===== config.mk =====
export PLATFORM = sky130hd
export DESIGN_NAME = video_decoder_control_regs
export DESIGN_NICKNAME = d
export VERILOG_FILES = /design/src/inc/vdec_ctrl_pkg.sv /design/src/hdl/video_decoder_control_regs.sv
export SDC_FILE = /design/constraint.sdc
export NUM_CORES = 1
export LEC_CHECK = 0
export ABC_AREA = 1
export BUFFER_PORTS_ARGS = -buffer_cell sky130_fd_sc_hd__buf_4
export CORE_UTILIZATION = 40
export CTS_CLUSTER_DIAMETER = 50
export DETAILED_ROUTE_END_ITERATION = 10
export PLACE_DENSITY = 0.56
export SKIP_LAST_GASP = 1
export SLEW_MARGIN = 5
export SYNTH_ARGS = -nofsm -noshare
export SYNTH_HDL_FRONTEND = slang
export SYNTH_SLANG_ARGS = --single-unit

===== constraint.sdc =====
create_clock -name clk_i -period 2.4 [get_ports clk_i]
set_input_delay 0.36 -clock clk_i [delete_from_list [all_inputs] [get_ports clk_i]]
set_output_delay 0.36 -clock clk_i [all_outputs]
set_load 0.02 [all_outputs]

===== src/inc/vdec_ctrl_pkg.sv =====
// Constants and types shared by the decoder control register bank
`default_nettype none
package vdec_ctrl_pkg;
  localparam int NUM_REGS = 10;
  localparam int IDX_MISC = 0;
  localparam int IDX_KILL = 1;
  localparam int IDX_LUMA1 = 2;
  localparam int IDX_LUMA2 = 3;
  localparam int IDX_BRIGHT = 4;
  localparam int IDX_SAT = 5;
  localparam int IDX_HUE = 6;
  localparam int IDX_CONTRAST = 7;
  localparam int IDX_VBLK_START = 8;
  localparam int IDX_VBLK_END = 9;
  localparam logic [7:0] REG_OFS [NUM_REGS] = '{8'h03, 8'h06, 8'h07, 8'h08, 8'h09,
                                               8'h0a, 8'h0b, 8'h0c, 8'h18, 8'h19};
  localparam logic [7:0] REG_RST [NUM_REGS] = '{8'h01, 8'h10, 8'h00, 8'h00, 8'h80,
                                               8'h80, 8'h00, 8'h80, 8'h00, 8'h00};
  localparam logic [7:0] REG_MASK [NUM_REGS] = '{8'hfb, 8'h7f, 8'h5f, 8'hff, 8'hff,
                                                8'hff, 8'hff, 8'hff, 8'hff, 8'hff};
  localparam int MISC_GENERAL_PURPOSE_CONTROL_PIN_LO = 6;
  localparam int MISC_IND_SEL = 5;
  localparam int MISC_YUV_EN = 4;
  localparam int MISC_SYNC_EN = 3;
  localparam int MISC_VBLK_ON = 1;
  localparam int MISC_CLK_EN = 0;
  localparam int KILL_MODE_LO = 5;
  localparam int KILL_THR_HI = 4;
  localparam int L1_PEDESTAL = 6;
  localparam int L1_BYPASS = 4;
  localparam int L1_DLY_HI = 3;
  localparam int L2_FILT_LO = 6;
  localparam int L2_CORE_LO = 4;
  localparam int L2_GAIN_LO = 2;
  localparam int L2_FREQ_LO = 0;
  localparam int DLY_DEPTH = 16;
  localparam logic [3:0] DLY_CENTER = 4'h8;
  localparam logic [7:0] ZERO_CHROMA = 8'h80;
  localparam logic [7:0] UNMAPPED_READ = 8'h00;
  typedef enum logic [1:0] {
    GENERAL_PURPOSE_CONTROL_PIN_LOW = 2'h0, GENERAL_PURPOSE_CONTROL_PIN_HIGH = 2'h1, GENERAL_PURPOSE_CONTROL_PIN_VBLANK = 2'h2, GENERAL_PURPOSE_CONTROL_PIN_SYNC_LOCK = 2'h3
  } general_purpose_control_pin_mode_e;
  typedef enum logic [1:0] {
    KILL_AUTO = 2'h0, KILL_RSVD = 2'h1, KILL_FORCE = 2'h2, KILL_OFF = 2'h3
  } killer_e;
  typedef enum logic [1:0] {
    LF_AUTO = 2'h0, LF_RSVD = 2'h1, LF_TRAP = 2'h2, LF_COMB = 2'h3
  } luma_filter_e;
  typedef struct packed {
    logic [7:0] luma;
    logic [7:0] chroma;
  } pixel_s;
  typedef struct packed {
    logic pedestal_absent;
    logic notch_on;
    logic comb_on;
    logic [1:0] coring;
    logic [1:0] peak_gain;
    logic [1:0] peak_freq;
    logic [7:0] brightness;
    logic [7:0] saturation;
    logic [7:0] hue;
    logic [7:0] contrast;
  } proc_settings_s;
endpackage
`default_nettype wire


===== src/hdl/video_decoder_control_regs.sv =====
// Decoder control register bank with its serial host port and pin control
//
// Summary of operation
// [RQ1] Two-bit field selects control pin function
// [RQ2] Vertical blank output gated by on/off bit
// [RQ3] Sync-lock input forces clocks and syncs nominal
// [RQ4] One bit swaps indicator pin sources
// [RQ5] Pixel buses driven only when three enables agree
// [RQ6] Sync and active-video outputs follow enable bit
// [RQ7] Clock outputs follow clock enable bit
// [RQ8] Two-bit color killer mode field
// [RQ9] Burst compared with five-bit killer threshold
// [RQ10] Pedestal bit selects assumed input pedestal
// [RQ11] Blanking bypass disables filters, zeroes color
// [RQ12] Signed four-bit luma to chroma delay
// [RQ13] Luma filter select with automatic fallback
// [RQ14] Two-bit luma coring threshold
// [RQ15] Two-bit luma peaking gain
// [RQ16] Two-bit peaking center frequency code
// [RQ17] Eight-bit brightness, reset mid-scale
// [RQ18] Eight-bit saturation, reset mid-scale
// [RQ19] Signed eight-bit hue rotation
// [RQ20] Eight-bit contrast, reset mid-scale
// [RQ21] Signed line offsets move blanking start, end
// [RQ22] Reserved bits read zero, writes ignored
`default_nettype none
module video_decoder_control_regs #(
  parameter logic [6:0] DEV_ADDR = 7'h2a
) (
  input wire logic clk_i,
  input wire logic nrst_i,
  input wire logic scl_i,
  input wire logic sda_i,
  output logic sda_o,
  output logic sda_oe_o,
  input wire logic general_purpose_control_pin_i,
  output logic general_purpose_control_pin_o,
  output logic general_purpose_control_pin_oe_o,
  output logic force_nominal_o,
  input wire logic [9:0] line_num_i,
  input wire logic [9:0] vbi_first_line_i,
  input wire logic [9:0] vbi_last_line_i,
  input wire logic pal_flag_i,
  input wire logic field_id_i,
  input wire logic horizontal_lock_flag_i,
  input wire logic vertical_lock_flag_i,
  output logic pal_standard_flag_pin_o,
  output logic field_identifier_pin_o,
  input wire logic output_enable_pin_n_i,
  input wire logic yuv_enable_ext_i,
  input wire vdec_ctrl_pkg::pixel_s pix_i,
  input wire logic pix_valid_i,
  output logic [7:0] luma_output_bus_o,
  output logic [7:0] chroma_output_bus_o,
  output logic yuv_oe_o,
  output logic sync_oe_o,
  output logic clock_oe_o,
  input wire logic [4:0] burst_level_i,
  input wire logic sync_unstable_i,
  output vdec_ctrl_pkg::proc_settings_s settings_o
);

  typedef enum logic [3:0] {
    ST_IDLE = 4'h0,
    ST_ADDR = 4'h1,
    ST_ADDR_ACK = 4'h3,
    ST_SUB = 4'h2,
    ST_SUB_ACK = 4'h6,
    ST_WDATA = 4'h7,
    ST_WDATA_ACK = 4'h5,
    ST_RDATA = 4'h4,
    ST_RDATA_ACK = 4'hc
  } host_state_e;

  logic [7:0] regs_q [vdec_ctrl_pkg::NUM_REGS];
  logic scl_s1_q, scl_s2_q, scl_d_q;
  logic sda_s1_q, sda_s2_q, sda_d_q;
  logic general_purpose_control_pin_s1_q, general_purpose_control_pin_s2_q;
  logic oen_s1_q, oen_s2_q;
  logic start_det, stop_det, scl_rise, scl_fall;
  host_state_e state_q;
  logic [2:0] bitcnt_q;
  logic [7:0] shift_q;
  logic [7:0] sub_q;
  logic rw_q, nack_q, sda_low_q;
  logic wr_q;
  logic [7:0] wr_addr_q, wr_data_q;
  logic [7:0] rd_data;
  logic [7:0] misc, kill, luma1, luma2;
  vdec_ctrl_pkg::general_purpose_control_pin_mode_e general_purpose_control_pin_mode;
  vdec_ctrl_pkg::killer_e kill_mode;
  vdec_ctrl_pkg::luma_filter_e filt_sel;
  logic signed [11:0] line_s, vb_start, vb_end;
  logic vblank_q, bypass_act;
  logic general_purpose_control_pin_out_q;
  logic pal_standard_flag_pin_q, fid_q;
  vdec_ctrl_pkg::pixel_s dly_q [vdec_ctrl_pkg::DLY_DEPTH];
  logic [3:0] luma_tap;
  logic kill_act, trap_sel;
  logic [7:0] luma_q, chroma_q;

  // Pins from outside the clock domain pass two flip-flops first
  always_ff @(posedge clk_i or negedge nrst_i) begin
    if (!nrst_i) begin
      scl_s1_q <= 1'b1;
      scl_s2_q <= 1'b1;
      scl_d_q <= 1'b1;
      sda_s1_q <= 1'b1;
      sda_s2_q <= 1'b1;
      sda_d_q <= 1'b1;
      general_purpose_control_pin_s1_q <= 1'b0;
      general_purpose_control_pin_s2_q <= 1'b0;
      oen_s1_q <= 1'b1;
      oen_s2_q <= 1'b1;
    end else begin
      scl_s1_q <= scl_i;
      scl_s2_q <= scl_s1_q;
      scl_d_q <= scl_s2_q;
      sda_s1_q <= sda_i;
      sda_s2_q <= sda_s1_q;
      sda_d_q <= sda_s2_q;
      general_purpose_control_pin_s1_q <= general_purpose_control_pin_i;
      general_purpose_control_pin_s2_q <= general_purpose_control_pin_s1_q;
      oen_s1_q <= output_enable_pin_n_i;
      oen_s2_q <= oen_s1_q;
    end
  end

  assign start_det = scl_s2_q & scl_d_q & sda_d_q & ~sda_s2_q;
  assign stop_det = scl_s2_q & scl_d_q & ~sda_d_q & sda_s2_q;
  assign scl_rise = scl_s2_q & ~scl_d_q;
  assign scl_fall = ~scl_s2_q & scl_d_q;

  // Serial host port: device address, sub-address, then data with auto-increment
  always_ff @(posedge clk_i or negedge nrst_i) begin
    if (!nrst_i) begin
      state_q <= ST_IDLE;
      bitcnt_q <= 3'h0;
      shift_q <= 8'h00;
      sub_q <= 8'h00;
      rw_q <= 1'b0;
      nack_q <= 1'b0;
      sda_low_q <= 1'b0;
      wr_q <= 1'b0;
      wr_addr_q <= 8'h00;
      wr_data_q <= 8'h00;
    end else begin
      wr_q <= 1'b0;
      if (stop_det) begin
        state_q <= ST_IDLE;
        sda_low_q <= 1'b0;
      end else if (start_det) begin
        state_q <= ST_ADDR;
        bitcnt_q <= 3'h0;
        sda_low_q <= 1'b0;
      end else begin
        case (state_q)
          ST_ADDR, ST_SUB, ST_WDATA: begin
            if (scl_rise) begin
              shift_q <= {shift_q[6:0], sda_s2_q};
              bitcnt_q <= bitcnt_q + 3'h1;
              if (bitcnt_q == 3'h7) begin
                if (state_q == ST_ADDR) begin
                  rw_q <= sda_s2_q;
                  // A foreign address leaves the bus alone until the next start
                  state_q <= (shift_q[6:0] == DEV_ADDR) ? ST_ADDR_ACK : ST_IDLE;
                end else if (state_q == ST_SUB) begin
                  sub_q <= {shift_q[6:0], sda_s2_q};
                  state_q <= ST_SUB_ACK;
                end else begin
                  wr_q <= 1'b1;
                  wr_addr_q <= sub_q;
                  wr_data_q <= {shift_q[6:0], sda_s2_q};
                  sub_q <= sub_q + 8'h01;
                  state_q <= ST_WDATA_ACK;
                end
              end
            end
          end
          ST_ADDR_ACK, ST_SUB_ACK, ST_WDATA_ACK: begin
            if (scl_fall) begin
              if (!sda_low_q) begin
                sda_low_q <= 1'b1;
              end else begin
                bitcnt_q <= 3'h0;
                if (state_q == ST_ADDR_ACK && rw_q) begin
                  shift_q <= rd_data;
                  sda_low_q <= ~rd_data[7];
                  sub_q <= sub_q + 8'h01;
                  state_q <= ST_RDATA;
                end else begin
                  sda_low_q <= 1'b0;
                  state_q <= (state_q == ST_ADDR_ACK) ? ST_SUB : ST_WDATA;
                end
              end
            end
          end
          ST_RDATA: begin
            if (scl_fall) begin
              if (bitcnt_q == 3'h7) begin
                sda_low_q <= 1'b0;
                state_q <= ST_RDATA_ACK;
              end else begin
                shift_q <= {shift_q[6:0], 1'b0};
                sda_low_q <= ~shift_q[6];
                bitcnt_q <= bitcnt_q + 3'h1;
              end
            end
          end
          ST_RDATA_ACK: begin
            if (scl_rise) begin
              nack_q <= sda_s2_q;
            end else if (scl_fall) begin
              if (nack_q) begin
                state_q <= ST_IDLE;
              end else begin
                shift_q <= rd_data;
                sda_low_q <= ~rd_data[7];
                sub_q <= sub_q + 8'h01;
                bitcnt_q <= 3'h0;
                state_q <= ST_RDATA;
              end
            end
          end
          default: begin
            sda_low_q <= 1'b0;
          end
        endcase
      end
    end
  end

  // Open-drain data line: only ever pulled low
  assign sda_o = 1'b0;
  assign sda_oe_o = sda_low_q;

  // Register storage, one entry per mapped offset
  genvar g;
  generate
    for (g = 0; g < vdec_ctrl_pkg::NUM_REGS; g++) begin : g_reg
      always_ff @(posedge clk_i or negedge nrst_i) begin
        if (!nrst_i) begin
          regs_q[g] <= vdec_ctrl_pkg::REG_RST[g];
        end else if (wr_q && wr_addr_q == vdec_ctrl_pkg::REG_OFS[g]) begin
          regs_q[g] <= wr_data_q & vdec_ctrl_pkg::REG_MASK[g]; // RQ22
        end
      end
    end
  endgenerate

  // Unmapped sub-addresses read as zero
  always_comb begin
    rd_data = vdec_ctrl_pkg::UNMAPPED_READ;
    for (int i = 0; i < vdec_ctrl_pkg::NUM_REGS; i++) begin
      if (sub_q == vdec_ctrl_pkg::REG_OFS[i]) begin
        rd_data = regs_q[i]; // RQ22
      end
    end
  end

  assign misc = regs_q[vdec_ctrl_pkg::IDX_MISC];
  assign kill = regs_q[vdec_ctrl_pkg::IDX_KILL];
  assign luma1 = regs_q[vdec_ctrl_pkg::IDX_LUMA1];
  assign luma2 = regs_q[vdec_ctrl_pkg::IDX_LUMA2];
  assign general_purpose_control_pin_mode = vdec_ctrl_pkg::general_purpose_control_pin_mode_e'(misc[vdec_ctrl_pkg::MISC_GENERAL_PURPOSE_CONTROL_PIN_LO +: 2]);
  assign kill_mode = vdec_ctrl_pkg::killer_e'(kill[vdec_ctrl_pkg::KILL_MODE_LO +: 2]);
  assign filt_sel = vdec_ctrl_pkg::luma_filter_e'(luma2[vdec_ctrl_pkg::L2_FILT_LO +: 2]);

  // Blanking window moved by signed line offsets on both edges
  assign line_s = {2'b00, line_num_i};
  assign vb_start = {2'b00, vbi_first_line_i} +
                    {{4{regs_q[vdec_ctrl_pkg::IDX_VBLK_START][7]}},
                     regs_q[vdec_ctrl_pkg::IDX_VBLK_START]}; // RQ21
  assign vb_end = {2'b00, vbi_last_line_i} +
                  {{4{regs_q[vdec_ctrl_pkg::IDX_VBLK_END][7]}},
                   regs_q[vdec_ctrl_pkg::IDX_VBLK_END]}; // RQ21

  always_ff @(posedge clk_i or negedge nrst_i) begin
    if (!nrst_i) begin
      vblank_q <= 1'b0;
    end else begin
      vblank_q <= (line_s >= vb_start) && (line_s <= vb_end); // RQ21
    end
  end

  // Control pin driver
  always_ff @(posedge clk_i or negedge nrst_i) begin
    if (!nrst_i) begin
      general_purpose_control_pin_out_q <= 1'b0;
    end else begin
      case (general_purpose_control_pin_mode)
        vdec_ctrl_pkg::GENERAL_PURPOSE_CONTROL_PIN_LOW: general_purpose_control_pin_out_q <= 1'b0; // RQ1
        vdec_ctrl_pkg::GENERAL_PURPOSE_CONTROL_PIN_HIGH: general_purpose_control_pin_out_q <= 1'b1; // RQ1
        vdec_ctrl_pkg::GENERAL_PURPOSE_CONTROL_PIN_VBLANK: begin
          general_purpose_control_pin_out_q <= vblank_q & misc[vdec_ctrl_pkg::MISC_VBLK_ON]; // RQ2
        end
        default: general_purpose_control_pin_out_q <= 1'b0;
      endcase
    end
  end

  assign general_purpose_control_pin_o = general_purpose_control_pin_out_q;
  assign general_purpose_control_pin_oe_o = (general_purpose_control_pin_mode != vdec_ctrl_pkg::GENERAL_PURPOSE_CONTROL_PIN_SYNC_LOCK); // RQ1
  // Lock request is active high and only heard while the pin is an input
  assign force_nominal_o = (general_purpose_control_pin_mode == vdec_ctrl_pkg::GENERAL_PURPOSE_CONTROL_PIN_SYNC_LOCK) & general_purpose_control_pin_s2_q; // RQ3

  // Indicator pins
  always_ff @(posedge clk_i or negedge nrst_i) begin
    if (!nrst_i) begin
      pal_standard_flag_pin_q <= 1'b0;
      fid_q <= 1'b0;
    end else if (misc[vdec_ctrl_pkg::MISC_IND_SEL]) begin
      pal_standard_flag_pin_q <= horizontal_lock_flag_i; // RQ4
      fid_q <= vertical_lock_flag_i; // RQ4
    end else begin
      pal_standard_flag_pin_q <= pal_flag_i; // RQ4
      fid_q <= field_id_i; // RQ4
    end
  end

  assign pal_standard_flag_pin_o = pal_standard_flag_pin_q;
  assign field_identifier_pin_o = fid_q;

  // Output enables
  assign yuv_oe_o = ~oen_s2_q & misc[vdec_ctrl_pkg::MISC_YUV_EN] & yuv_enable_ext_i; // RQ5
  assign sync_oe_o = misc[vdec_ctrl_pkg::MISC_SYNC_EN]; // RQ6
  assign clock_oe_o = misc[vdec_ctrl_pkg::MISC_CLK_EN]; // RQ7

  // Pixel delay line; chroma taps the centre so luma can lead or lag
  always_ff @(posedge clk_i or negedge nrst_i) begin
    if (!nrst_i) begin
      dly_q[0] <= '0;
    end else if (pix_valid_i) begin
      dly_q[0] <= pix_i;
    end
  end

  generate
    for (g = 1; g < vdec_ctrl_pkg::DLY_DEPTH; g++) begin : g_dly
      always_ff @(posedge clk_i or negedge nrst_i) begin
        if (!nrst_i) begin
          dly_q[g] <= '0;
        end else if (pix_valid_i) begin
          dly_q[g] <= dly_q[g-1];
        end
      end
    end
  endgenerate

  // Negative codes: top bit set, magnitude is the low bits plus one
  assign luma_tap = luma1[vdec_ctrl_pkg::L1_DLY_HI] ?
                    vdec_ctrl_pkg::DLY_CENTER - {1'b0, luma1[2:0]} - 4'h1 :
                    vdec_ctrl_pkg::DLY_CENTER + {1'b0, luma1[2:0]}; // RQ12

  assign bypass_act = luma1[vdec_ctrl_pkg::L1_BYPASS] & vblank_q; // RQ11

  always_comb begin
    case (kill_mode)
      vdec_ctrl_pkg::KILL_AUTO: begin
        kill_act = burst_level_i < kill[vdec_ctrl_pkg::KILL_THR_HI:0]; // RQ9
      end
      vdec_ctrl_pkg::KILL_FORCE: kill_act = 1'b1; // RQ8
      default: kill_act = 1'b0; // RQ8
    endcase
  end

  always_ff @(posedge clk_i or negedge nrst_i) begin
    if (!nrst_i) begin
      luma_q <= 8'h00;
      chroma_q <= vdec_ctrl_pkg::ZERO_CHROMA;
    end else if (pix_valid_i) begin
      luma_q <= dly_q[luma_tap].luma; // RQ12
      if (kill_act || bypass_act) begin
        chroma_q <= vdec_ctrl_pkg::ZERO_CHROMA; // RQ8 RQ11
      end else begin
        chroma_q <= dly_q[vdec_ctrl_pkg::DLY_CENTER].chroma;
      end
    end
  end

  assign luma_output_bus_o = luma_q;
  assign chroma_output_bus_o = chroma_q;

  // Automatic filter choice falls back to the trap on PAL or shaky syncs
  always_comb begin
    case (filt_sel)
      vdec_ctrl_pkg::LF_TRAP: trap_sel = 1'b1; // RQ13
      vdec_ctrl_pkg::LF_COMB: trap_sel = 1'b0; // RQ13
      default: trap_sel = sync_unstable_i | pal_flag_i; // RQ13
    endcase
  end

  always_comb begin
    settings_o.pedestal_absent = luma1[vdec_ctrl_pkg::L1_PEDESTAL]; // RQ10
    settings_o.notch_on = trap_sel & ~bypass_act; // RQ11
    settings_o.comb_on = ~trap_sel & ~bypass_act; // RQ11
    settings_o.coring = luma2[vdec_ctrl_pkg::L2_CORE_LO +: 2]; // RQ14
    settings_o.peak_gain = luma2[vdec_ctrl_pkg::L2_GAIN_LO +: 2]; // RQ15
    settings_o.peak_freq = luma2[vdec_ctrl_pkg::L2_FREQ_LO +: 2]; // RQ16
    settings_o.brightness = regs_q[vdec_ctrl_pkg::IDX_BRIGHT]; // RQ17
    settings_o.saturation = regs_q[vdec_ctrl_pkg::IDX_SAT]; // RQ18
    settings_o.hue = regs_q[vdec_ctrl_pkg::IDX_HUE]; // RQ19
    settings_o.contrast = regs_q[vdec_ctrl_pkg::IDX_CONTRAST]; // RQ20
  end

endmodule
`default_nettype wire


== Yosys cells after proc, flatten, opt, wreduce, memory -nomap -nowiden ==
Cells that the tools add are included.
Operators by class
  eq/ne operators: 66
  reduce and logical (&&, ||, !) cells: 28
  add/subtract/negate cells: 7
  magnitude comparators: 4
  bitwise logic cells: 29
  multiplexer cells: 86
Operators by type and width (count)
  2-to-1 mux 8 bit: 21
  equality test 8 x 4 -> 1 bit, second input constant: 10
  binary-select mux 16 bit (select 4 bit): 1
  2-to-1 mux 7 bit: 9
  2-to-1 mux 4 bit: 11
  2-to-1 mux 3 bit: 13
  != test 4 bit, second input constant: 9
  equality test 8 x 3 -> 1 bit, second input constant: 4
  equality test 8 x 5 -> 1 bit, second input constant: 4
  2-to-1 mux 16 bit: 2
  one-hot mux 7 bit (4 select lines): 1
  != test 3 bit, second input constant: 9
  adder 11 x 8 -> 12 bit: 2
  != test 2 bit, second input constant: 12
  one-hot mux 8 bit (3 select lines): 1
  AND reduction 12 bit: 2
  2-to-1 mux 1 bit: 19
  equality test 4 x 3 -> 1 bit, second input constant: 4
  equality test 8 x 2 -> 1 bit, second input constant: 2
  one-hot mux 4 bit (4 select lines): 1
  AND 1 bit: 14
  inverter 1 bit: 13
  >= comparator 11 x 12 -> 1 bit: 1
  less-or-equal comparator 11 x 12 -> 1 bit: 1
  33 further kinds: 54
Storage, ports and cells
  output and inout bits: 67
  input bits: 64
  register bits: 404
  logic and storage cells: 288

== Longest topological paths before layout ==
Gate-level depths: netlist of the first run.
  depth in word-level cells: 18
  depth in mapped cells: 20
  mapped depth without buffers: 20

== Worst setup path after synthesis of the first run ==
No wires, ideal clock.
  path kind: register to register
  start: reg regs_q[10] (netlist name)
  end: reg vblank_q
  clock period less this slack: 2504 ps
  setup time: 114 ps
  path buffers: 0
  slack: -104 ps
  data required time: 2286 ps
  data arrival time: 2389 ps
  cell stages (with the launch flop): 19
  path through: dfrtp_1 > ha_1 > nand2_1 > nand2_1 > a31oi_1 > inv_1 > a31oi_1 > xor2_1 > ha_1 > a21oi_1 > nor2_1 > a211oi_1 > o21ai_0 > nand3_1 > nand3b_1 > nand2_1 > nand3_1 > nand2_1 > nor2_1
On the way
  cells in the longest elaborated chain, start to end: 3
Ends and longest elaborated chain
  from (decl): RTL line video_decoder_control_regs.sv:75  | logic [7:0] regs_q [vdec_ctrl_pkg::NUM_REGS];
  from (signal, indexed assignment): RTL line video_decoder_control_regs.sv:243  | regs_q[g] <= vdec_ctrl_pkg::REG_RST[g];
  from (signal, indexed assignment): RTL line video_decoder_control_regs.sv:245  | regs_q[g] <= wr_data_q & vdec_ctrl_pkg::REG_MASK[g];
  adder 11 x 8 -> 12 bit: RTL line video_decoder_control_regs.sv:271  | assign vb_start = {2'b00, vbi_first_line_i} +
  >= comparator 11 x 12 -> 1 bit: RTL line video_decoder_control_regs.sv:282  | vblank_q <= (line_s >= vb_start) && (line_s <= vb_end);
  logical AND 1 bit: RTL line video_decoder_control_regs.sv:282
  to (signal assigned): RTL line video_decoder_control_regs.sv:282
  to (decl): RTL line video_decoder_control_regs.sv:94  | logic vblank_q, bypass_act;
No other way between the ends.
A chain may end at the register's enable or synchronous reset.

== Final worst setup path of the first run ==
Same ends and word-level chain as after synthesis.

==> results.py, run 1 <==
metrics = {
    "synth": {
        "synth-edff-count": 0,
        "synth_nets": 2258,
        "yosysSeqAreaShare": 0.507,
        "synthFlopType": "dfrtp_1",
        "synth-seq-cells": 348,
        "yosys_warnings": 0,
        "syn-cell-area_sq_um": 17200,
        "synthArstFlopShare": 1.00,
        "avgSynthCellArea_sq_um": 8.06,
        "syn_inst": 2137,
        "ys_types": 52,
    },
    "placement": {
        "port_buffers": 129,
        "dpl_cell_area_sq_um": 19100,
        "routabilityCongestion": 0.934,
        "placed_cells": 2765,
        "place_hpwl_um": 31600,
    },
    "clock_network": {
        "path_clk_slew_ns": 0.05,
        "cts_tree": "yes",
        "htree_levels": 2,
        "clk_latency_ns": 0.56,
        "cts_buffers": 46,
        "max-clock-path-buffers": 3,
        "cts-root-buf": "clkbuf_16",
        "cts_sinks": 348,
    },
    "setup_path": {
        "regToRegStartpoint": "regs_q[10]",
        "start_kind": "flop",
        "r2r_slack_ns": -0.17,
        "critical_path.max_fanout": 3,
        "path_class": "flop to flop",
        "reg2reg_to": "vblank_q",
        "cp-end-kind": "flop",
        "arrival_ns": 3.02,
        "ff2ff_path_depth": 18,
        "critPathRequiredTime_ns": 2.85,
    },
    "floorplan": {
        "start_util": 0.408,
        "core_area_sq_um": 42200,
        "die_width_um": 210,
        "die_area_sq_um": 43900,
        "io_pins": 131,
        "rows": 75,
        "die_y_um": 210,
    },
    "sta": {
        "slew_headroom": 0.603,
        "post-route-period-util": 1.07,
        "hold_viol": 0,
        "finalSetupTns_ns": -0.168,
        "tightest_slew_ns": 0.593,
        "setup_slack_ns": -0.168,
        "fin_skew_ns": 0.0133,
        "fmax_ghz": 0.389,
        "setup_viol": 1,
        "rsz0062_at_grt": "true",
        "period_minus_slack_ns": 2.57,
        "slew_viol_final": 0,
    },
    "global_routing": {
        "gr-usage-all-layers": 0.212,
        "antenna_found_initial": 2,
        "busiest_layer": "met2",
        "overflow": 0,
        "grt_pass1_vias": 13600,
        "grt_use_met3": 0.0388,
        "met2_usage": 0.321,
        "grt_max_degree": 94,
        "grt_pass1_wl_um": 74200,
        "use_met1": 0.312,
    },
    "final_layout": {
        "final_common_cell": "nand2_1",
        "instances_no_fill": 2874,
        "final_cell_area_sq_um": 20800,
        "drive_above_1_share": 0.151,
        "final_cell_mix": "nand2_1 (737), dfrtp_1 (334), o21ai_0 (268)",
        "fin_nets": 2417,
        "syn_to_final_growth_pct": 20.9,
    },
    "routing": {
        "first_pass_iters": 5,
        "avgRoutedWirePerCell_um": 16.0,
        "routed_via_density": 5.01,
        "drc": 0,
        "routed_wl_um": 46000,
        "num_vias": 14400,
        "drtIter0Drc": 917,
        "final_antenna_net_count": 0,
    },
    "worst_hold_path": {
        "worstHoldPathType": "primary input to flop",
        "min_path_cells": 2,
        "hold_path_end": "pal_standard_flag_pin_o",
        "min_from": "horizontal_lock_flag_i",
    },
    "pwr": {
        "p_leak_nw": 10.3,
        "powerDensity_nw_per_um2": 814,
        "irDropWorstVdd_mv": 0.655,
    },
    "status": {
        "violations": "negative setup slack",
        "status": "complete, but fails checks",
    },
    "job": {
        "cap_violations": 0,
    },
}
stage by stage:
step           utilization  total power (W)  hold WS, ns  setup slack (ns)
2_1_floorplan            -          0.00944       0.0644           -0.0134
3_3_place_gp         0.452           0.0104        0.325            -0.330
3_5_place_dp         0.452           0.0105        0.328            -0.388
4_1_cts              0.492           0.0171      0.00470            -0.211
5_1_grt              0.493           0.0180       0.0192            -0.401
6_report             0.493           0.0169       0.0352            -0.168
worst max-delay path by stage:
| stage | slack, ns | end | start |
|---|---|---|---|
| after floorplan | -0.01 | vblank_q | regs_q[10] |
| after global placement | -0.33 | vblank_q | vbi_first_line_i[0] |
| after detailed placement | -0.39 | vblank_q | vbi_first_line_i[0] |
| after CTS | -0.21 | vblank_q | regs_q[10] |
| after global routing | -0.40 | vblank_q | regs_q[10] |
| final | -0.17 | vblank_q | regs_q[10] |
critical path, cell delays in order (launching register included):
cell and delay (ns):
dfrtp_1 0.40, ha_4 0.24, nand2_1 0.06, nand2_1 0.07
a31oi_4 0.16, inv_1 0.08, a31oi_1 0.16, xor2_1 0.17
ha_1 0.26, a21oi_1 0.13, nor2_1 0.05, a211oi_1 0.16
o21ai_1 0.10, nand3_1 0.08, nand3b_1 0.10, nand2_1 0.07
nand3_1 0.06, nand2_1 0.06, nor2_1 0.04
routing by layer:
layer	wire (um)	part of all wire
met5	0	0
met4	821	0.018
met3	2530	0.055
met2	20200	0.44
met1	22400	0.49
cells in the mapped netlist (4+ instances only):
cell type	count	share of area
a21oi_1	59	0.017
a31oi_1	15	0.0054
buf_1	8	0.0017
buf_2	11	0.0032
buf_4	41	0.018
clkbuf_1	68	0.015
dfrtp_1	334	0.49
dfstp_2	14	0.021
ha_1	55	0.040
inv_1	172	0.037
inv_2	7	0.0015
nand2_1	737	0.16
nand3_1	38	0.011
nand4_1	13	0.0047
nor2_1	144	0.031
nor2_2	6	0.0022
nor3_1	17	0.0049
nor4_1	5	0.0018
o211ai_1	21	0.0092
o21ai_0	271	0.079
o221ai_1	6	0.0031
o22ai_1	14	0.0051
o31ai_1	11	0.0048
o32ai_1	4	0.0020
or2_2	4	0.0015
xnor2_1	5	0.0025
xor2_1	13	0.0066
layout make-up:
cell class | count | area [sq um]
Antenna cell | 2 | 5.00
Sequential cell | 348 | 8730
Multi-Input combinational cell | 1480 | 7240
Fill cell | 4098 | 21400
Tap cell | 539 | 674
Clock inverter | 19 | 166
Inverter | 179 | 674
Timing Repair Buffer | 241 | 2060
Clock buffer | 66 | 1270
state kept, by name (all words and copies together), names as in the netlist, 8 cells and up:
register             count
wr_data_q                8
luma_output_bus_o        8
sub_q                    8
wr_addr_q                8
dly_q                  200
luma2                    8
chroma_output_bus_o      8
settings_o              32
regs_q                  16
report_power, final:
part | internal [W] | switching, W | total, W | leakage (nW)
Clock | 0.00383 | 0.00266 | 0.00648 | 0.695
Combinational | 0.00124 | 0.00211 | 0.00334 | 5.05
Sequential | 0.00662 | 0.000488 | 0.00711 | 4.55
Total | 0.0117 | 0.00525 | 0.0169 | 10.3
timing repair:
item	4_1_cts	5_1_grt
gates resized for setup	9	11
endpoints found under the hold margin	54	0
setup endpoints to repair	1	11
pin swaps	0	1
hold buffers	21	0
buffers inserted	1	0
logic make-up after synthesis:
| family | synth area share |
|---|---|
| and+or+nand+nor | 0.224 |
| AOI/OAI and AO/OA | 0.138 |
| DFF | 0.507 |
| buffers and inverters | 0.0780 |
| adders and majority gates | 0.0423 |
| xor gates and xnor gates | 0.00915 |
| muxes | 0.00131 |
| other | 0.000218 |
Power figures use the tool's default switching activity.
==> inputs of run 2 (changes only) <==
PLACE_DENSITY = 0.54   (was 0.56)
clock period = 2.9 ns   (was 2.4 ns; I/O delays follow)
==> run 2 against run 1 <==
  * The flow now finishes without violations
  * Clock power decreased by 8.6%
  * Global-route usage up 0.29 points
  * Utilization decreased by 1.4 points
  * Combinational power fell by 21%
  * Worst setup slack improved by 0.43 ns
  * Clock skew barely moved
  * Worst hold slack gained 0.018 ns
  * Sequential cell count stayed put
  * First-iteration DRC count increased by 11%
  * Die area stayed put
  * Count of clock-buffer cells in the layout decreased by 9
  * Power down 15%
  * Critical path type unchanged
==> results.py, run 2 (synthesis results as in run 1) <==
metrics = {
    "floorplan": {
        "die_width_um": 210,
        "die_area_sq_um": 43900,
        "core_area_sq_um": 42200,
        "io_pins": 131,
        "rows": 75,
        "start_util": 0.408,
        "die_y_um": 210,
    },
    "clock_network": {
        "max-clock-path-buffers": 3,
        "cts-root-buf": "clkbuf_16",
        "clk_latency_ns": 0.57,
        "cts_buffers": 45,
        "htree_levels": 2,
        "cts_tree": "yes",
        "path_clk_slew_ns": 0.06,
        "postCtsSetupBuffers": 0,
        "cts_sinks": 348,
    },
    "sta": {
        "slew_viol_final": 0,
        "rsz0062_at_grt": "false",
        "finalSetupTns_ns": 0,
        "slew_headroom": 0.279,
        "tightest_slew_ns": 1.08,
        "period_minus_slack_ns": 2.64,
        "fmax_ghz": 0.379,
        "hold_viol": 0,
        "post-route-period-util": 0.911,
        "fin_skew_ns": 0.0131,
        "setup_viol": 0,
        "whs_ns": 0.0534,
    },
    "global_routing": {
        "grt_max_degree": 238,
        "overflow": 0,
        "gr-usage-all-layers": 0.215,
        "antenna_found_initial": 0,
        "grt_pass1_wl_um": 74900,
        "grt_pass1_vias": 13600,
    },
    "pwr": {
        "powerDensity_nw_per_um2": 713,
        "irDropWorstVdd_mv": 0.480,
        "p_leak_nw": 10.0,
    },
    "final_layout": {
        "fill_cells": 4185,
        "instances_no_fill": 2796,
        "fin_nets": 2343,
        "max_flop_register": "dly_q",
        "drive_above_1_share": 0.132,
        "multi_input_area_sq_um": 7200,
        "syn_to_final_growth_pct": 17.5,
        "largest_register_ffs": 200,
        "postLayoutCoreUtil": 0.479,
        "final_common_cell": "nand2_1",
        "final_cell_mix": "nand2_1 (737), dfrtp_1 (333), o21ai_0 (268)",
        "n_antenna_cell": 0,
        "ff_latch_area_sq_um": 8730,
    },
    "placement": {
        "place_hpwl_um": 30800,
        "port_buffers": 129,
        "placed_cells": 2709,
        "routabilityCongestion": 0.891,
    },
    "setup_path": {
        "critPathRequiredTime_ns": 3.36,
        "startpoint": "regs_q[8]",
        "start_kind": "flop",
        "critical_path.max_fanout": 4,
        "reg2reg_to": "vblank_q",
        "path_class": "flop to flop",
        "arrival_ns": 3.10,
        "r2r_slack_ns": 0.26,
        "cp-end-kind": "flop",
        "regToRegStartpoint": "regs_q[8]",
        "ff2ff_path_depth": 15,
    },
    "worst_hold_path": {
        "min_path_cells": 3,
        "worstHoldPathType": "primary input to flop",
        "min_from": "pix_i[3]",
        "hold_path_end": "dly_q[243]",
    },
    "routing": {
        "drtIter0Drc": 1014,
        "avgRoutedWirePerCell_um": 16.4,
        "final_antenna_net_count": 0,
        "first_pass_iters": 5,
        "routed_wl_um": 45800,
        "num_vias": 14100,
        "drc": 0,
        "routed_via_density": 5.04,
    },
    "job": {
        "cap_violations": 0,
    },
    "status": {
        "status": "complete, no violations",
    },
}
[run 2: changes by cell type in the layout (fill, tap and decap cells not counted), sizes merged]
cell         before  now
bufinv            1    7
clkinv            8   10
buf             220  163
dlygate4sd3      21    5
diode             2    0
clkinvlp          3    1
clkbuf           66   57
[run 2: power by group]
part | internal [W] | leakage (nW) | switching [W] | total (W)
clock network | 0.00367 | 0.783 | 0.00225 | 0.00592
logic | 0.000949 | 4.66 | 0.00169 | 0.00264
registers | 0.00548 | 4.55 | 0.000385 | 0.00586
total | 0.0101 | 10.0 | 0.00433 | 0.0144
[run 2: how the worst max path moves through the flow]
| stage | end | slack (ns) | cells past startpoint |
|---|---|---|---|
| after detailed placement | vblank_q | 0.03 | 19 |
| final | vblank_q | 0.26 | 15 |
| after global placement | vblank_q | 0.07 | 19 |
| after floorplan | vblank_q | 0.33 | 18 |
| after global routing | vblank_q | 0.04 | 18 |
| after CTS | vblank_q | 0.17 | 13 |
[run 2: area by class of cell]
class	count	share of cell area
flip-flops and latches	348	0.431
clock buffers	57	0.0608
clock inverters	25	0.0174
multi-input cells	1480	0.356
well taps	539	0.0333
repair buffers	168	0.0678
inverters	179	0.0335
[run 2: repair_timing]
action / CTS / global route
hold endpoints to repair: 60 / 0
endpoints found under the setup margin: 0 / 1
hold buffers: 5 / 0
resized for setup: 0 / 12
[run 2: stage by stage]
stage / power [W] / worst slack [ns] / cell area [sq um]
floorplan: 0.00781 / 0.328 / 17200
global placement: 0.00855 / 0.0680 / 18600
detailed placement: 0.00859 / 0.0253 / 18600
CTS: 0.0146 / 0.170 / 20200
global route: 0.0153 / 0.0358 / 20200
finish: 0.0144 / 0.259 / 20200
[run 2: worst max-delay path, cell delays in order (launching register included)]
cell and delay [ns]:
dfrtp_1 0.40, ha_1 0.23, fa_1 0.47, a21oi_2 0.20, xor2_1 0.18, ha_1 0.26
nand2_1 0.07, nor2_1 0.04, a211oi_1 0.17, o21ai_1 0.10, nand3_1 0.07, nand3b_1 0.09
nand2_1 0.08, nand3_1 0.06, nand2_1 0.06, nor2_1 0.04
[run 2: layer usage]
layer / vias up / global-route usage / part of all wire
li1: 7054 / - / -
met4: 0 / 0.0692 / 0.024
met1: 6671 / 0.318 / 0.50
met5: - / 0 / 0
met2: 300 / 0.317 / 0.42
met3: 74 / 0.0392 / 0.053
==> inputs of run 3 (changes only) <==
ABC_AREA = not set   (was 1)
CORE_ASPECT_RATIO = 0.8   (was not set)
==> run 3 against run 2 <==
  * Via count down 18%
  * Count of clock-buffer cells in the layout down 2
  * Sequential power up 20%
  * Design area rose by 2.7%
  * Critical endpoint unchanged
==> results.py, run 3 <==
metrics = {
    "synth": {
        "yosysSeqAreaShare": 0.502,
        "synth-xor-area-share": 0.0109,
        "synth_top_cell_by_area": "dfrtp_1",
        "synth-edff-count": 0,
        "synth_top_family_by_area": "multiplexers",
        "synth-seq-cells": 348,
        "synth-compound-area-share": 0.0898,
        "yosys.area_share.simple": 0.0667,
        "synthArstFlopShare": 1.00,
        "synth_mux_area_frac": 0.243,
        "synth_commonest_cells": "dfrtp_1 (334), mux2_2 (288), nand2_1 (70)",
        "synthFlopType": "dfrtp_1",
        "synthAdderAreaFrac": 0.0419,
        "avgSynthCellArea_sq_um": 12.4,
        "ys_top_cells_by_area": "dfrtp_1 (48%), mux2_2 (19%), mux4_2 (4.5%), ha_1 (4.0%), dfstp_2 (2.1%)",
        "syn-cell-area_sq_um": 17400,
        "yosys_warnings": 0,
        "syn_inst": 1405,
        "yosysMostFrequentCell": "dfrtp_1",
        "ys_types": 74,
        "yosysTopAreaCellShare": 0.481,
        "synth_nets": 1526,
    },
    "setup_path": {
        "startpoint": "regs_q[9]",
        "critical_path.max_fanout": 2,
        "ff2ff_path_depth": 14,
        "path_class": "flop to flop",
        "critPathRequiredTime_ns": 3.29,
        "crit_path_end": "vblank_q",
        "arrival_ns": 3.27,
        "cp-end-kind": "flop",
        "regToRegStartpoint": "regs_q[9]",
        "r2r_slack_ns": 0.02,
        "start_kind": "flop",
        "reg2reg_to": "vblank_q",
    },
    "pwr": {
        "irDropWorstVdd_mv": 0.544,
        "p_leak_nw": 9.33,
        "powerDensity_nw_per_um2": 804,
    },
    "sta": {
        "setup_viol": 0,
        "setup_slack_ns": 0.0186,
        "fin_skew_ns": 0.0106,
        "hold_viol": 0,
        "tightest_slew_ns": 0.794,
        "post-route-period-util": 0.994,
        "rsz0062_at_grt": "true",
        "finalSetupTns_ns": 0,
        "slew_headroom": 0.468,
        "slew_viol_final": 0,
        "period_minus_slack_ns": 2.88,
        "fmax_ghz": 0.347,
    },
    "placement": {
        "place_hpwl_um": 29900,
        "port_buffers": 129,
        "routabilityCongestion": 0.891,
        "dp_slack_ns": -0.503,
        "placed_cells": 2048,
    },
    "final_layout": {
        "drive_above_1_share": 0.410,
        "final_common_cell": "dfrtp_1",
        "max_flop_register": "dly_q",
        "largest_register_ffs": 200,
        "syn_to_final_growth_pct": 19.5,
        "postLayoutCoreUtil": 0.491,
        "final_cell_mix": "dfrtp_1 (334), mux2_2 (288), buf_4 (203)",
        "instances_no_fill": 2135,
        "n_antenna_cell": 0,
        "fin_nets": 1674,
    },
    "clock_network": {
        "clk_latency_ns": 0.54,
        "path_clk_slew_ns": 0.06,
        "max-clock-path-buffers": 3,
        "cts_tree": "yes",
        "cts_sinks": 348,
        "cts-root-buf": "clkbuf_16",
        "htree_levels": 2,
        "cts_buffers": 42,
    },
    "routing": {
        "drtIter0Drc": 641,
        "first_pass_iters": 5,
        "routed_wl_um": 42100,
        "num_vias": 11600,
        "final_antenna_net_count": 0,
        "avgRoutedWirePerCell_um": 19.7,
        "routed_via_density": 5.44,
        "drc": 0,
    },
    "global_routing": {
        "gr-usage-all-layers": 0.195,
        "grt_pass1_vias": 11900,
        "grt_max_degree": 75,
        "antenna_found_initial": 0,
        "overflow": 0,
        "grt_pass1_wl_um": 68100,
    },
    "floorplan": {
        "core_area_sq_um": 42300,
        "die_area_sq_um": 44300,
        "die_width_um": 235,
        "rows": 67,
        "io_pins": 131,
        "die_y_um": 188,
        "start_util": 0.411,
    },
    "worst_hold_path": {
        "worstHoldPathType": "primary input to flop",
    },
    "job": {
        "cap_violations": 0,
    },
    "status": {
        "status": "complete, no violations",
    },
}
## run 3: layout make-up
type	instances	area [sq um]
timing repair buffer	217	1740
fill	3786	21600
inverter	48	180
tap	552	691
sequential	348	8730
multi-input combinational	896	7970
clock inverter	19	270
clock buffer	55	1190
## run 3: worst min-delay path by stage
stage / slack [ns] / to / start / cells after the start
after floorplan: 0.14 / bitcnt_q[0] / nrst_i / 0
after global placement: 0.35 / general_purpose_control_pin_s2_q / general_purpose_control_pin_s1_q / 0
after detailed placement: 0.34 / general_purpose_control_pin_s2_q / general_purpose_control_pin_s1_q / 0
after CTS: 0.1 / dly_q[251] / pix_i[11] / 2
after global routing: 0.11 / dly_q[251] / pix_i[11] / 2
final: 0.13 / dly_q[251] / pix_i[11] / 2
## run 3: critical path, stage by stage (launching register included)
cell and delay, ns:
dfrtp_1 0.37, ha_1 0.29, a211oi_1 0.23, nor2_1 0.10, o21a_1 0.17, nor2_1 0.14
nor2_1 0.06, o21a_1 0.18, o31ai_2 0.19, ha_2 0.31, o21a_1 0.10, o2111ai_1 0.17
o2bb2ai_1 0.16, o21bai_1 0.15, a311oi_2 0.12
## run 3: metrics by stage
| stage | power, W | hold slack, ns | area, sq um |
|---|---|---|---|
| 6_report | 0.0167 | 0.130 | 20800 |
| 5_1_grt | 0.0177 | 0.107 | 20800 |
| 4_1_cts | 0.0168 | 0.0999 | 20700 |
| 3_5_place_dp | 0.0112 | 0.340 | 19100 |
| 3_3_place_gp | 0.0111 | 0.346 | 19100 |
| 2_1_floorplan | 0.00976 | 0.139 | 17400 |
## run 3: cells by family after synthesis
family / Yosys count
xor+xnor: 20
flops: 348
fa+ha+maj: 57
simple gates: 232
other cells: 1
buf+inv: 161
mux: 342
compound gates: 244
## run 3: routing by layer
layer / share of wire / routed length (um) / global-route usage / up-vias
met4: 0.018 / 751 / 0.0443 / 0
met3: 0.061 / 2550 / 0.0412 / 56
li1: - / - / - / 5390
met5: 0 / 0 / 0 / -
met1: 0.50 / 21100 / 0.299 / 5883
met2: 0.42 / 17800 / 0.279 / 278
## run 3: power by group
part | leakage, nW | switching (W) | total (W) | internal [W]
registers | 4.35 | 0.000944 | 0.00701 | 0.00607
clock network | 0.714 | 0.00206 | 0.00549 | 0.00343
logic | 4.27 | 0.00203 | 0.00419 | 0.00216
total | 9.33 | 0.00503 | 0.0167 | 0.0117
## run 3: timing repair
action | 4_1_cts | 5_1_grt
setup endpoints to repair | 1 | 7
pin swaps | 3 | 9
endpoints found under the hold margin | 67 | 0
setup buffers | 2 | 6
resized for setup | 14 | 6
hold buffers | 5 | 0
